### config.mk
export PLATFORM = sky130hd
export DESIGN_NAME = pld_register_init
export DESIGN_NICKNAME = d
export VERILOG_FILES = /design/src/design/pld_init_pkg.sv /design/src/design/pld_register_init.sv /design/src/design/preload_cell.sv
export SDC_FILE = /design/constraint.sdc
export NUM_CORES = 1
export LEC_CHECK = 0
export ABC_AREA = 1
export BUFFER_PORTS_ARGS = -buffer_cell sky130_fd_sc_hd__buf_4
export CAP_MARGIN = 20
export CORE_ASPECT_RATIO = 1.2
export CORE_MARGIN = 2
export CORE_UTILIZATION = 40
export CTS_CLUSTER_SIZE = 10
export DETAILED_ROUTE_END_ITERATION = 7
export HOLD_SLACK_MARGIN = 0.03
export PLACE_DENSITY_LB_ADDON = 0.08
export SYNTH_ARGS = -nofsm -noshare
export SYNTH_HDL_FRONTEND = slang
export SYNTH_SLANG_ARGS = --single-unit
### constraint.sdc
create_clock -name mclk -period 3 [get_ports mclk]
set_input_delay 0.6 -clock mclk [delete_from_list [all_inputs] [get_ports mclk]]
set_output_delay 0.6 -clock mclk [all_outputs]
set_load 0.05 [all_outputs]
### src/design/pld_init_pkg.sv
// package: constants, types and timing for the register init and security block
package pld_init_pkg;
   // ****************************************
   // sizes
   // ****************************************
   localparam int unsigned NUM_REGS = 8;         // registered outputs
   localparam int unsigned NUM_INPUTS = 8;       // array input pins
   localparam int unsigned SIG_BITS = 64;        // user signature width
   localparam int unsigned CFG_WORDS = 16;       // configuration words
   localparam int unsigned CFG_ADDR_W = 4;       // configuration word address width
   localparam int unsigned CFG_W = 16;           // configuration word width
   localparam int unsigned SIG_ADDR_W = 2;       // signature word address
   // ****************************************
   // register map of the command port
   // ****************************************
   localparam logic [7:0] ADDR_CFG_BASE = 8'h00;  // 0x00..0x0f: array words
   localparam logic [7:0] ADDR_SIG_BASE = 8'h10;  // 0x10..0x13: signature words
   localparam logic [7:0] ADDR_POL = 8'h20;       // output polarity bits
   localparam logic [7:0] ADDR_OE = 8'h21;        // output enable bits
   localparam logic [7:0] ADDR_SECURE = 8'h22;    // write 1 arms security
   localparam logic [7:0] ADDR_PRELOAD = 8'h23;   // preload: mask hi, value lo
   localparam logic [7:0] ADDR_PROG = 8'h24;      // write 1 starts reprogram; the signature is kept
   localparam logic [7:0] ADDR_STATUS = 8'h25;    // status
   localparam logic [15:0] READ_REFUSED = 16'h0000; // value on refused read
   localparam logic [15:0] RESET_WORD = 16'h0000;   // reset value of words
   // status bit positions
   localparam int unsigned ST_SECURE = 0;
   localparam int unsigned ST_PORST = 1;
   localparam int unsigned ST_REFUSED = 2;
   // ****************************************
   // timing
   // ****************************************
   localparam int unsigned CLK_MHZ = 10;          // mclk rate
   localparam int unsigned TPR_US = 1;            // power-up reset time, max
   localparam int unsigned TPR_CYC = (TPR_US * CLK_MHZ > 0) ? TPR_US * CLK_MHZ : 1;
   localparam logic [3:0] TPR_LAST = 4'(TPR_CYC - 1);
   // ****************************************
   // types
   // ****************************************
   typedef struct packed
   {
      logic [7:0] addr;
      logic [15:0] wdata;
      logic wr;
      logic rd;
   } cmd_t;
   typedef enum {ST_PORST_RUN, ST_RUN} por_state_t;
endpackage

### src/design/pld_register_init.sv
// file: top of register init, preload, signature and security support
//
// The address-and-strobe port and the placing of the registers are this design's own decisions.
`timescale 1ns/100ps
module pld_register_init
   import pld_init_pkg::*;
(
   input wire logic mclk,
   input wire logic rst,
   input wire logic [7:0] addr,
   input wire logic [15:0] wdata,
   input wire logic wr,
   input wire logic rd,
   output logic [15:0] rdata,
   input wire logic [NUM_INPUTS-1:0] in_pin_i,
   input wire logic [NUM_INPUTS-1:0] in_pin_drv,
   output logic [NUM_REGS-1:0] out_pin_o,
   output logic [NUM_REGS-1:0] out_pin_oe,
   output logic por_done
);
   // ****************************************
   // declarations
   // ****************************************
   cmd_t cmd;                                   // bundled command
   logic [CFG_W-1:0] cfg_mem [CFG_WORDS];       // array pattern words
   logic [SIG_BITS-1:0] sig_q;                  // user signature
   logic [NUM_REGS-1:0] pol_q;                  // polarity per output
   logic [NUM_REGS-1:0] oe_q;                   // enable per output
   logic secure_q;                              // security cell
   logic refused_q;                             // last read was refused
   logic [15:0] rdata_q;                        // read data register
   logic [3:0] por_cnt_q;                       // power-up timer
   por_state_t por_q;                           // power-up state
   logic por_busy;                              // reset still running
   logic [NUM_INPUTS-1:0] in_s1_q;              // sync stage one
   logic [NUM_INPUTS-1:0] in_s2_q;              // sync stage two
   logic [NUM_INPUTS-1:0] in_eff;               // inputs with pull-up
   logic [NUM_REGS-1:0] q_vec;                  // true register outputs
   logic [NUM_REGS-1:0] next_vec;               // array next state
   logic [NUM_REGS-1:0] pre_en;                 // preload strobes
   logic [NUM_REGS-1:0] pre_val;                // preload values
   logic prog_go;                               // reprogram request
   logic cfg_hit;                               // address in array space
   logic sig_hit;                               // address in signature space
   logic [NUM_INPUTS-1:0] drv_s1_q; // drive flag sync stage one
   logic [NUM_INPUTS-1:0] drv_s2_q; // drive flag sync stage two
   assign cmd = '{addr: addr, wdata: wdata, wr: wr, rd: rd};
   assign cfg_hit = (cmd.addr[7:4] == ADDR_CFG_BASE[7:4]);
   assign sig_hit = (cmd.addr[7:2] == ADDR_SIG_BASE[7:2]);
   assign prog_go = cmd.wr && (cmd.addr == ADDR_PROG) && cmd.wdata[0];
   // ****************************************
   // power-up reset sequencer
   // ****************************************
   // rst stands in for the power rising; the count bounds the clear time
   always_ff @(posedge mclk)
   begin
      if (rst)
      begin
         por_q <= ST_PORST_RUN;
         por_cnt_q <= 4'h0;
      end
      else
      begin
         case (por_q)
            ST_PORST_RUN:
            begin
               if (por_cnt_q == TPR_LAST)
               begin
                  por_q <= ST_RUN;
               end
               else
               begin
                  por_cnt_q <= por_cnt_q + 4'h1;
               end
            end
            ST_RUN:
            begin
               por_q <= ST_RUN;
            end
            default:
            begin
               por_q <= ST_PORST_RUN;
            end
         endcase
      end
   end
   // busy holds every cell low through the cell's clear branch
   assign por_busy = (por_q != ST_RUN);
   assign por_done = ~por_busy;
   // ****************************************
   // input pins
   // ****************************************
   // two flops before any logic reads the pins; levels and drive
   // flags pass the same stages, so they stay aligned with each other
   always_ff @(posedge mclk)
   begin
      if (rst)
      begin
         // idle pins read high, as the pull-up would make them
         in_s1_q <= '1;
         in_s2_q <= '1;
      end
      else
      begin
         in_s1_q <= in_pin_i;
         in_s2_q <= in_s1_q;
      end
   end
   // drive flags come from outside the clock as well
   always_ff @(posedge mclk)
   begin
      if (rst)
      begin
         // released after reset: the pull-up decides
         drv_s1_q <= '0;
         drv_s2_q <= '0;
      end
      else
      begin
         drv_s1_q <= in_pin_drv;
         drv_s2_q <= drv_s1_q;
      end
   end
   assign in_eff = (in_s2_q & drv_s2_q) | ~drv_s2_q;
   // ****************************************
   // logic array stand-in
   // ****************************************
   // small parity model: word i gives input and feedback masks
   always_comb
   begin
      next_vec = '0;
      for (int i = 0; i < NUM_REGS; i++)
      begin
         // floating pins already read as one here
         next_vec[i] = ^((in_eff & cfg_mem[i][7:0]) ^ (q_vec & cfg_mem[i][15:8]));
      end
   end
   // ****************************************
   // programming store
   // ****************************************
   // reprogram wins over an array write in the same cycle
   // a reprogram erases array, output configuration and security in one step; the signature is kept
   always_ff @(posedge mclk)
   begin
      if (rst || prog_go)
      begin
         for (int i = 0; i < CFG_WORDS; i++)
         begin
            cfg_mem[i] <= RESET_WORD;
         end
      end
      else if (cmd.wr && cfg_hit)
      begin
         cfg_mem[cmd.addr[CFG_ADDR_W-1:0]] <= cmd.wdata;
      end
   end
   // signature is separate memory, rewritten at any time
   always_ff @(posedge mclk)
   begin
      if (rst)
      begin
         sig_q <= '0;
      end
      else if (cmd.wr && sig_hit)
      begin
         sig_q[cmd.addr[SIG_ADDR_W-1:0]*16 +: 16] <= cmd.wdata;
      end
   end
   // output configuration, erased with the pattern
   always_ff @(posedge mclk)
   begin
      if (rst || prog_go)
      begin
         pol_q <= '0;
         oe_q <= '0;
      end
      else if (cmd.wr && cmd.addr == ADDR_POL)
      begin
         pol_q <= cmd.wdata[NUM_REGS-1:0];
      end
      else if (cmd.wr && cmd.addr == ADDR_OE)
      begin
         oe_q <= cmd.wdata[NUM_REGS-1:0];
      end
   end
   // security cell; reset models a blank part
   // a power cycle blanks the array too, so nothing is left to read
   always_ff @(posedge mclk)
   begin
      if (rst)
      begin
         secure_q <= 1'b0;
      end
      else if (prog_go)
      begin
         secure_q <= 1'b0;
      end
      else if (cmd.wr && cmd.addr == ADDR_SECURE && cmd.wdata[0])
      begin
         secure_q <= 1'b1;
      end
   end
   // ****************************************
   // preload path
   // ****************************************
   // one-cycle strobe, upper byte selects cells, lower byte gives levels
   assign pre_en = (cmd.wr && cmd.addr == ADDR_PRELOAD) ? cmd.wdata[15:8] : '0;
   assign pre_val = cmd.wdata[7:0];
   // ****************************************
   // registered output cells
   // ****************************************
   // one cell per registered output; all share the clear, each takes its own preload strobe bit
   for (genvar g = 0; g < NUM_REGS; g++)
   begin : g_cell
      preload_cell u_cell
      (
         .mclk(mclk),
         .rst(rst),
         .por_busy(por_busy),
         .next_d(next_vec[g]),
         .pre_en(pre_en[g]),
         .pre_val(pre_val[g]),
         .polarity(pol_q[g]),
         .oe(oe_q[g]),
         .q_true(q_vec[g]),
         .pin_o(out_pin_o[g]),
         .pin_oe(out_pin_oe[g])
      );
   end
   // ****************************************
   // read port
   // ****************************************
   // data stand one cycle after the strobe and only then
   // clearing outside the read cycle keeps stale data off the port
   always_ff @(posedge mclk)
   begin
      if (rst)
      begin
         rdata_q <= '0;
         refused_q <= 1'b0;
      end
      else if (cmd.rd)
      begin
         refused_q <= 1'b0;
         if (cfg_hit)
         begin
            if (secure_q)
            begin
               rdata_q <= READ_REFUSED;
               refused_q <= 1'b1;
            end
            else
            begin
               rdata_q <= cfg_mem[cmd.addr[CFG_ADDR_W-1:0]];
            end
         end
         else if (sig_hit)
         begin
            rdata_q <= sig_q[cmd.addr[SIG_ADDR_W-1:0]*16 +: 16];
         end
         else if (cmd.addr == ADDR_POL)
         begin
            rdata_q <= {8'h00, pol_q};
         end
         else if (cmd.addr == ADDR_OE)
         begin
            rdata_q <= {8'h00, oe_q};
         end
         else if (cmd.addr == ADDR_STATUS)
         begin
            rdata_q <= '0;
            rdata_q[ST_SECURE] <= secure_q;
            rdata_q[ST_PORST] <= por_busy;
            rdata_q[ST_REFUSED] <= refused_q;
         end
         else
         begin
            // unmapped reads give zero
            rdata_q <= '0;
         end
      end
      else
      begin
         rdata_q <= '0;
      end
   end
   assign rdata = rdata_q;
endmodule

### src/design/preload_cell.sv
// file: one registered output cell with power-up clear and preload
`timescale 1ns/100ps
module preload_cell
   import pld_init_pkg::*;
(
   input wire logic mclk,
   input wire logic rst,
   input wire logic por_busy,
   input wire logic next_d,
   input wire logic pre_en,
   input wire logic pre_val,
   input wire logic polarity,
   input wire logic oe,
   output logic q_true,
   output logic pin_o,
   output logic pin_oe
);
   // ****************************************
   // state register
   // ****************************************
   logic q_q;  // true output of the flip-flop
   // next state: preload overrides the array feedback path
   always_ff @(posedge mclk)
   begin
      if (rst || por_busy)
      begin
         q_q <= 1'b0;
      end
      else if (pre_en)
      begin
         q_q <= pre_val;
      end
      else
      begin
         q_q <= next_d;
      end
   end
   assign q_true = q_q;
   assign pin_o = q_q ^ polarity;
   assign pin_oe = oe;
endmodule

* After elaboration in Yosys (flattened, before gate mapping)
Memories as Yosys holds them, arrays and structs flattened.
Index checks and enable logic that the tools add are counted.
Widths: inputs -> output; s select.
** Word-level totals
- Register bits after elaboration :: 174
- RAM bits :: 256
- Bits of input ports :: 44
- Output and inout port bits :: 33
- Logic and storage cells :: 130
- Memories :: 1
** Memories
- cfg_mem :: depth 16, bits a word 16, rd ports 9, clocked after memory_dff 0, wr ports 16, line pld_register_init.sv:25 : logic [CFG_W-1:0] cfg_mem [CFG_WORDS];
** Cells by class
- $add $sub $neg :: 2
- Equal/unequal tests :: 11
- Shift-type cells :: 3
- Multiplexer cells :: 28
- Bitwise operators :: 39
- Reductions and logical operators :: 26
** Operators with widths (number)
- $and 8x8->8 :: 17
- $bwmux 64 :: 1
- $mux 16 :: 4
- $pmux 32 s2 :: 1
- $reduce_xor 8->1 :: 8
- $shift 16x34->64 const A :: 1
- $shiftx 16x34->64 :: 1
- $shiftx 64x7->16 :: 1
- $xor 8x8->8 :: 8
- $eq 8x6->1 const B :: 6
- $neg 6->34 :: 1
- $eq 32x1->1 const B :: 1
- $logic_not 32->1 :: 1
- $mux 32 :: 1
- $ne 32x2->1 const B :: 1
- $mux 8 :: 3
- $mux 1 :: 16
- $reduce_or 16->1 :: 1
- $logic_and 1x1->1 :: 9
- $not 8->8 :: 1
- $or 8x8->8 :: 1
- $xor 1x1->1 :: 8
- $eq 6x3->1 const B :: 1
- $add 4x1->4 const B :: 1
- other kinds (9) :: 15

* Depth between registers and ports, before layout
Gate-level depths: netlist of run 1.
- Word-level depth :: 8
- Depth in mapped cells :: 15
- Depth with buffers taken out :: 14

* Modules after synthesis
A second synthesis of run 1 with hierarchy kept.
** Unflattened totals
- Cells, all modules :: 3191
- Area total of the unflattened synthesis :: 22248.8 um^2
** Modules (own cells, without submodules)
- pld_register_init :: instances 1, cells each 3119, area an instance 21758.4 um^2, seq. area each 10390.0 um^2
- preload_cell :: instances 8, cells each 9, area an instance 61.3 um^2, seq. area each 20.0 um^2

* Worst setup path after synthesis of run 1
OpenSTA, ideal clock, no wires.
- Path kind :: in2reg
- From :: in addr[0]
- To :: mem cfg_mem[1][0] (enable)
- Library setup time :: 372 ps
- Arrival :: 2573 ps
- Data required time :: 2628 ps
- Setup slack :: 55 ps
- Stages :: 13
- Path buffers :: 4
- Path through :: buf_2 inv_1 buf_2 buf_2 ha_1 nand3_2 nand2_2 inv_2 nand3_4 nor2_4 nand2_2 buf_4 nand2_1
** RTL lines
- from (decl) :: line pld_register_init.sv:10 : input wire logic [7:0] addr,
- to (decl) :: line pld_register_init.sv:25

* Final worst setup path of run 1
- From :: reg g_cell[7].u_cell.q_q
- To :: out out_pin_o[7]
** Between the ends
- Word-level cells in the longest chain between the ends :: 1
** RTL lines
- from (decl) :: line preload_cell.sv:21 : logic q_q;
- from (signal assigned) :: line preload_cell.sv:31 : q_q <= pre_val;
- from (signal assigned) :: line preload_cell.sv:35 : q_q <= next_d;
- $xor 1x1->1 :: line preload_cell.sv:39 : assign pin_o = q_q ^ polarity;
- to (decl) :: line pld_register_init.sv:17 : output logic [NUM_REGS-1:0] out_pin_o,
No other way between the ends.

==> results of run 1 <==
==> cells in the mapped netlist, drive strengths merged <==
cell type / number
nand2: 840
nor2: 513
edfxtp: 256
o21ai: 227
inv: 166
nand3: 161
dfxtp: 143
clkbuf: 120
a21oi: 100
buf: 59
o22ai: 57
nor3: 34
nand4: 18
or2: 16
o211a: 10
a31oi: 9
clkinv: 9
a211oi: 8
xor2: 8
ha: 6
a221oi: 5
o211ai: 3
nor4: 2
a31o: 1
and3: 1
==> cell type report <==
cell class	count	area (µm²)	area share, %
Tap cell	697	872	3.68
Inverter	175	659	2.78
Clock inverter	4	38.8	0.164
Sequential cell	399	10600	44.5
Timing Repair Buffer	162	1410	5.95
Multi-Input combinational cell	2019	8930	37.7
Clock buffer	68	1240	5.25
==> cells by family after synthesis <==
kind of cell,share of synthesized area (%)
xor gates and xnor gates,0.334
DFF,50.3
buffers and inverters,7.21
AOI/OAI and AO/OA,10.9
adders and majority gates,0.358
and+or+nand+nor,30.9
==> cells in the final DEF (no fill, tap or decap), types with 6 or more instances in the layout <==
master / netlist / routed
o211a_1: 10 / 10
clkbuf_1: 120 / 21
nor2_1: 505 / 505
nand2_1: 819 / 819
dfxtp_1: 143 / 143
nand3_1: 159 / 159
clkinv_1: 9 / 9
a31oi_1: 9 / 9
o22ai_1: 57 / 57
nor3_1: 32 / 32
o21ai_0: 227 / 227
inv_2: 5 / 6
clkbuf_16: 0 / 46
or2_2: 16 / 16
xor2_1: 8 / 8
a21oi_1: 100 / 100
buf_4: 22 / 145
nand4_1: 17 / 17
inv_1: 161 / 159
a211oi_1: 8 / 8
ha_1: 6 / 6
edfxtp_1: 256 / 256
nor2_4: 7 / 7
nand2_2: 16 / 16
buf_12: 0 / 15
==> stage by stage <==
stage	util [%]	setup TNS [ps]	cells	hold WS, ps	power (mW)
6_report	46.0	0	3524	222	12.6
5_1_grt	46.0	0	3524	208	13.0
4_1_cts	46.0	0	3524	201	12.7
3_5_place_dp	43.5	-6.89	3452	394	7.61
3_3_place_gp	43.5	0	3451	391	7.59
2_1_floorplan	-	0	2772	388	7.02
==> final timing paths <==
path / start / end / cells after the start
min: rd / refused_q / 2
max: g_cell[7].u_cell.q_true / out_pin_o[7] / 3
min reg2reg: drv_s1_q[0] / drv_s2_q[0] / 2
max reg2reg: in_s2_q[5] / g_cell[1].u_cell.q_true / 15
==> layer usage <==
layer | up-vias | global-route usage [%] | wire (µm)
met5 | - | 0 | 0
met4 | 0 | 10.2 | 2750
met3 | 138 | 3.17 | 4790
met2 | 736 | 47.6 | 36300
met1 | 9152 | 36.1 | 31300
li1 | 9119 | - | -
==> power by group through the flow <==
stage	Clock (mW)	Combinational, mW	Sequential, mW
detailed placement	0	1.34	6.27
CTS	5.16	1.35	6.15
floorplan	0	0.783	6.23
finish	5.09	1.35	6.16
global route	5.34	1.47	6.18
global placement	0	1.32	6.26
==> sequential cells by signal, summed over array words and instances, names as in the netlist <==
signal                cells
cfg_mem                 256
sig_q                    64
rdata                    16
drv_s1_q                  8
drv_s2_q                  8
g_cell.u_cell.q_true      8
in_s1_q                   8
in_s2_q                   8
oe_q                      8
pol_q                     8
por_cnt_q                 4
por_q                     1
refused_q                 1
secure_q                  1
==> worst register-to-register path: cells and delay by family, from the launching register on <==
kind          cells  cell delay, ps
buf+inv           4             580
flops             1             290
simple gates     11            1300
==> impl_metrics.toml, run 1 <==
[cells_and_area]
drive_above_1_share_pct = 9.66
layout-area-overhead-vs-synth_pct = 12.9
final_instance_area_um2 = 23700
fillerInstances = 5174
design.final.nets = 2853
antenna-diode-count = 0

[setup_path]
critical_path_peak_fanout = 8
crit_chain = "buf_4 -> xor2_1 -> buf_4"
crit_family = "flip-flops"
crit_required_ps = 2400
path_class = "reg -> out"
crit_arrival_ps = 2010
worst-r2r-setup-slack_ps = 730
end_kind = "primary output"
critical-path-slowest-cell = "dfxtp_1"
critPathMaxStageDelay_ps = 700
critical_path_most_common_cell = "buf_4"
critPathBufInv = 2
timing.critical_path.from_type = "flip-flop"

[drt]
post_drt_via_cell_ratio = 5.43
avgRoutedWirePerCell_um = 21.3
route.final.wire_length_um = 75200
pre_antenna_drt_iters = 6
initialDrtViolationCount = 1890
post-route-drc-count = 0
dr_total_vias = 19100
ant_nets = 0

[grt]
grt_antenna_before_repair = 0
grt_remaining_overflow = 0
groute.usage.overall_pct = 27.8
grt_max_degree = 149
first_global_vias = 18100
first_pass_grt_wire_length_um = 112000

[timing]
worstMarginPinSlew_ps = 1020
endpoints_failing_hold = 0
final-max-slew-violation-count = 0
f_max_ghz = 0.383
setup_viol = 0
period_share_pct = 87.0
slew_headroom_pct = 31.7
min_period_ps = 2610
rsz0062_at_grt = "no"
skew_ps = 17.3
worst_setup_margin_ps = 390

[pwr]
max-vdd-ir-drop_uv = 367
p_sw_share_pct = 26.5
share_comb_of_total_power_pct = 10.7
total_leakage_power_nw = 10.6
power.share.sequential_pct = 48.9
net-switching-power_mw = 3.34
power-per-cell-area_nw_per_um2 = 532
power.clock.fraction_pct = 40.4
internal_power_mw = 9.26

[floorplanning]
start_util_pct = 40.7
core_area_um2 = 51600
die_area_um2 = 54300
die_height_um = 255
design.portCount = 77
die-width_um = 213
std_cell_rows = 91

[placed_design]
dpl_cell_area_um2 = 22400
routabilityCongestion = 0.865
hpwlAfterDp_um = 50900
dp_worst_setup_slack_ps = -6.89
io_buf_count = 76

[synthesis]
syn_area_per_cell_um2 = 7.57
synth_sequential_area_ratio_pct = 50.3
post-synth-top-area-fraction_pct = 36.6
ys_types = 39
synth.area.top_cells = "edfxtp_1, nand2_1, dfxtp_1"
synth_largest_area_cell = "edfxtp_1"
synthesis.area_um2 = 21000
synth_fp_nets = 2822
netlist_instances = 2772
synth_seq_cells = 399
synth-warning-count = 0

[clock_tree]
worstSkewPairLatency_ps = 570
cts_tree = "built"
clkTransAtPathRegs_ps = 60
clock_sink_count = 399
clk_root_buffer_cell = "clkbuf_16"
cts-root-to-sink-buffers = 3
cts_resized = 0
cts_inserted_buffers = 46
cts_hold_buf = 0
clock_tree.htree_level_count = 2
post-cts-setup-buffers = 0

[outcome]
status = "finished clean"

[hold_path]
holdCritPathClass = "in -> reg"

[run]
max_cap_violations = 0
No activity file was read; power rests on OpenSTA's default activity.
==> run 2, diff against run 1 <==
Settings changed: CORE_UTILIZATION 40 to 30.
==> run 2 against run 1 <==
Against the previous run:
- worst setup slack better by 21 ps
- cell area is 2.4% higher
- power is 3.3% higher
- combinational power is 4% higher
- largest power group unchanged
==> impl_metrics.toml, run 2 (synthesis gave the netlist of run 1 again) <==
[timing]
rsz0062_at_grt = "no"
final.setup.tns_ps = 0
slew_headroom_pct = 31.5
skew_ps = 16.6
worstMarginPinSlew_ps = 1020
f_max_ghz = 0.386
setup_viol = 0
final-max-slew-violation-count = 0
endpoints_failing_hold = 0
period_share_pct = 86.3
min_period_ps = 2590

[grt]
first_pass_grt_wire_length_um = 118000
groute.usage.overall_pct = 22.3
grt_antenna_before_repair = 1
grt_remaining_overflow = 0
grt_max_degree = 93
first_global_vias = 18200

[drt]
post_drt_via_cell_ratio = 5.02
initialDrtViolationCount = 1342
route.final.wire_length_um = 81400
avgRoutedWirePerCell_um = 21.5
ant_nets = 0
dr_total_vias = 19000
pre_antenna_drt_iters = 7
post-route-drc-count = 0

[placed_design]
dpl_cell_area_um2 = 22900
io_buf_count = 76
hpwlAfterDp_um = 56300
routabilityCongestion = 0.846

[floorplanning]
start_util_pct = 30.2
design.portCount = 77
die_area_um2 = 72100
die-width_um = 245
core_area_um2 = 69500
die_height_um = 294
std_cell_rows = 106

[setup_path]
critPathBufInv = 2
cp-startpoint = "g_cell[4].u_cell.q_true"
worst-r2r-setup-slack_ps = 780
crit_chain = "buf_4 -> xor2_1 -> buf_4"
critPathMaxStageDelay_ps = 570
crit_family = "flip-flops"
crit_path_end = "out_pin_o[4]"
number_of_cells_on_the_worst_reg_to_reg_path = 14
end_kind = "primary output"
crit_required_ps = 2400
timing.critical_path.from_type = "flip-flop"
critical_path_peak_fanout = 6
worstSetupPathDepth = 3
path_class = "reg -> out"
critical-path-slowest-cell = "dfxtp_1"
crit_arrival_ps = 1990
critical_path_most_common_cell = "buf_4"
critical_r2r_launch = "in_s2_q[6]"
rr_endpoint = "g_cell[1].u_cell.q_true"

[hold_path]
holdCritPathClass = "in -> reg"
min_delay_path_depth = 2

[clock_tree]
clkTransAtPathRegs_ps = 60
cts_tree = "built"
cts_inserted_buffers = 47
cts-root-to-sink-buffers = 3
clock_sink_count = 399
cts_hold_buf = 0
post-cts-setup-buffers = 0
clk_root_buffer_cell = "clkbuf_16"
clock_tree.htree_level_count = 2
worstSkewPairLatency_ps = 600
cts_resized = 0

[pwr]
total_leakage_power_nw = 10.8
max-vdd-ir-drop_uv = 409
power-per-cell-area_nw_per_um2 = 536

[cells_and_area]
layout_common_cells = "nand2_1, nor2_1, edfxtp_1"
mostFrequentLayoutCell = "nand2_1"
design.final.nets = 2876
final_instance_area_um2 = 24300
layout-area-overhead-vs-synth_pct = 15.7
number_of_flip_flops_in_the_largest_register = 256
drive_above_1_share_pct = 10.5
max_flop_register = "cfg_mem"

[outcome]
status = "finished clean"

[run]
max_cap_violations = 0
==> run 2: routing by layer <==
| metal | global-route usage, % | vias to the layer above | share of wire [%] |
|---|---|---|---|
| met3 | 3.16 | 123 | 5.4 |
| met1 | 28.4 | 9144 | 43 |
| met2 | 38.1 | 550 | 48 |
| met4 | 8.38 | 0 | 3.7 |
| li1 | - | 9170 | - |
| met5 | 0 | - | 0 |
==> run 2: worst min-delay path by stage <==
| stage | from | endpoint | slack [ps] |
|---|---|---|---|
| final | in_pin_i[3] | in_s1_q[3] | 180 |
| after CTS | in_pin_i[3] | in_s1_q[3] | 150 |
| after global placement | drv_s1_q[5] | drv_s2_q[5] | 390 |
| after floorplan | drv_s1_q[0] | drv_s2_q[0] | 390 |
| after global routing | in_pin_i[6] | in_s1_q[6] | 160 |
| after detailed placement | in_s1_q[0] | in_s2_q[0] | 390 |
==> run 2: worst register-to-register path, cell delays in order (launching register included) <==
cell and delay [ps]:
dfxtp_1 300, inv_1 30, nand2_1 560, buf_4 320
nand2_1 90, nand2_1 60, nand2_1 60, nand2_1 70
nand2_1 40, nand2_1 60, nand2_1 210, nand2_1 140
nand3_1 70, nand2_1 60, inv_1 30
==> run 2: area by class of cell <==
class / instances / area, µm²
Sequential cell: 399 / 10600
Antenna cell: 1 / 2.50
Tap cell: 918 / 1150
Clock buffer: 80 / 1340
Timing Repair Buffer: 184 / 1590
Clock inverter: 4 / 63.8
Fill cell: 7359 / 45200
Inverter: 175 / 659
Multi-Input combinational cell: 2019 / 8930
==> run 2: power by group <==
group          switching, mW  total (mW)  internal [mW]
registers              0.117        6.16           6.04
logic                   1.00        1.40          0.400
clock network           2.42        5.46           3.04
total                   3.54        13.0           9.48
==> run 2: through the flow <==
step / utilization (%) / hold WS [ps] / power, mW / std cells / setup WS, ps
global placement: 32.9 / 390 / 7.67 / 3694 / 250
detailed placement: 32.9 / 393 / 7.68 / 3695 / 287
finish: 34.9 / 182 / 13.0 / 3780 / 411
floorplan: - / 388 / 7.02 / 2772 / 55.4
global route: 34.9 / 165 / 13.5 / 3779 / 371
CTS: 34.9 / 154 / 13.1 / 3779 / 357
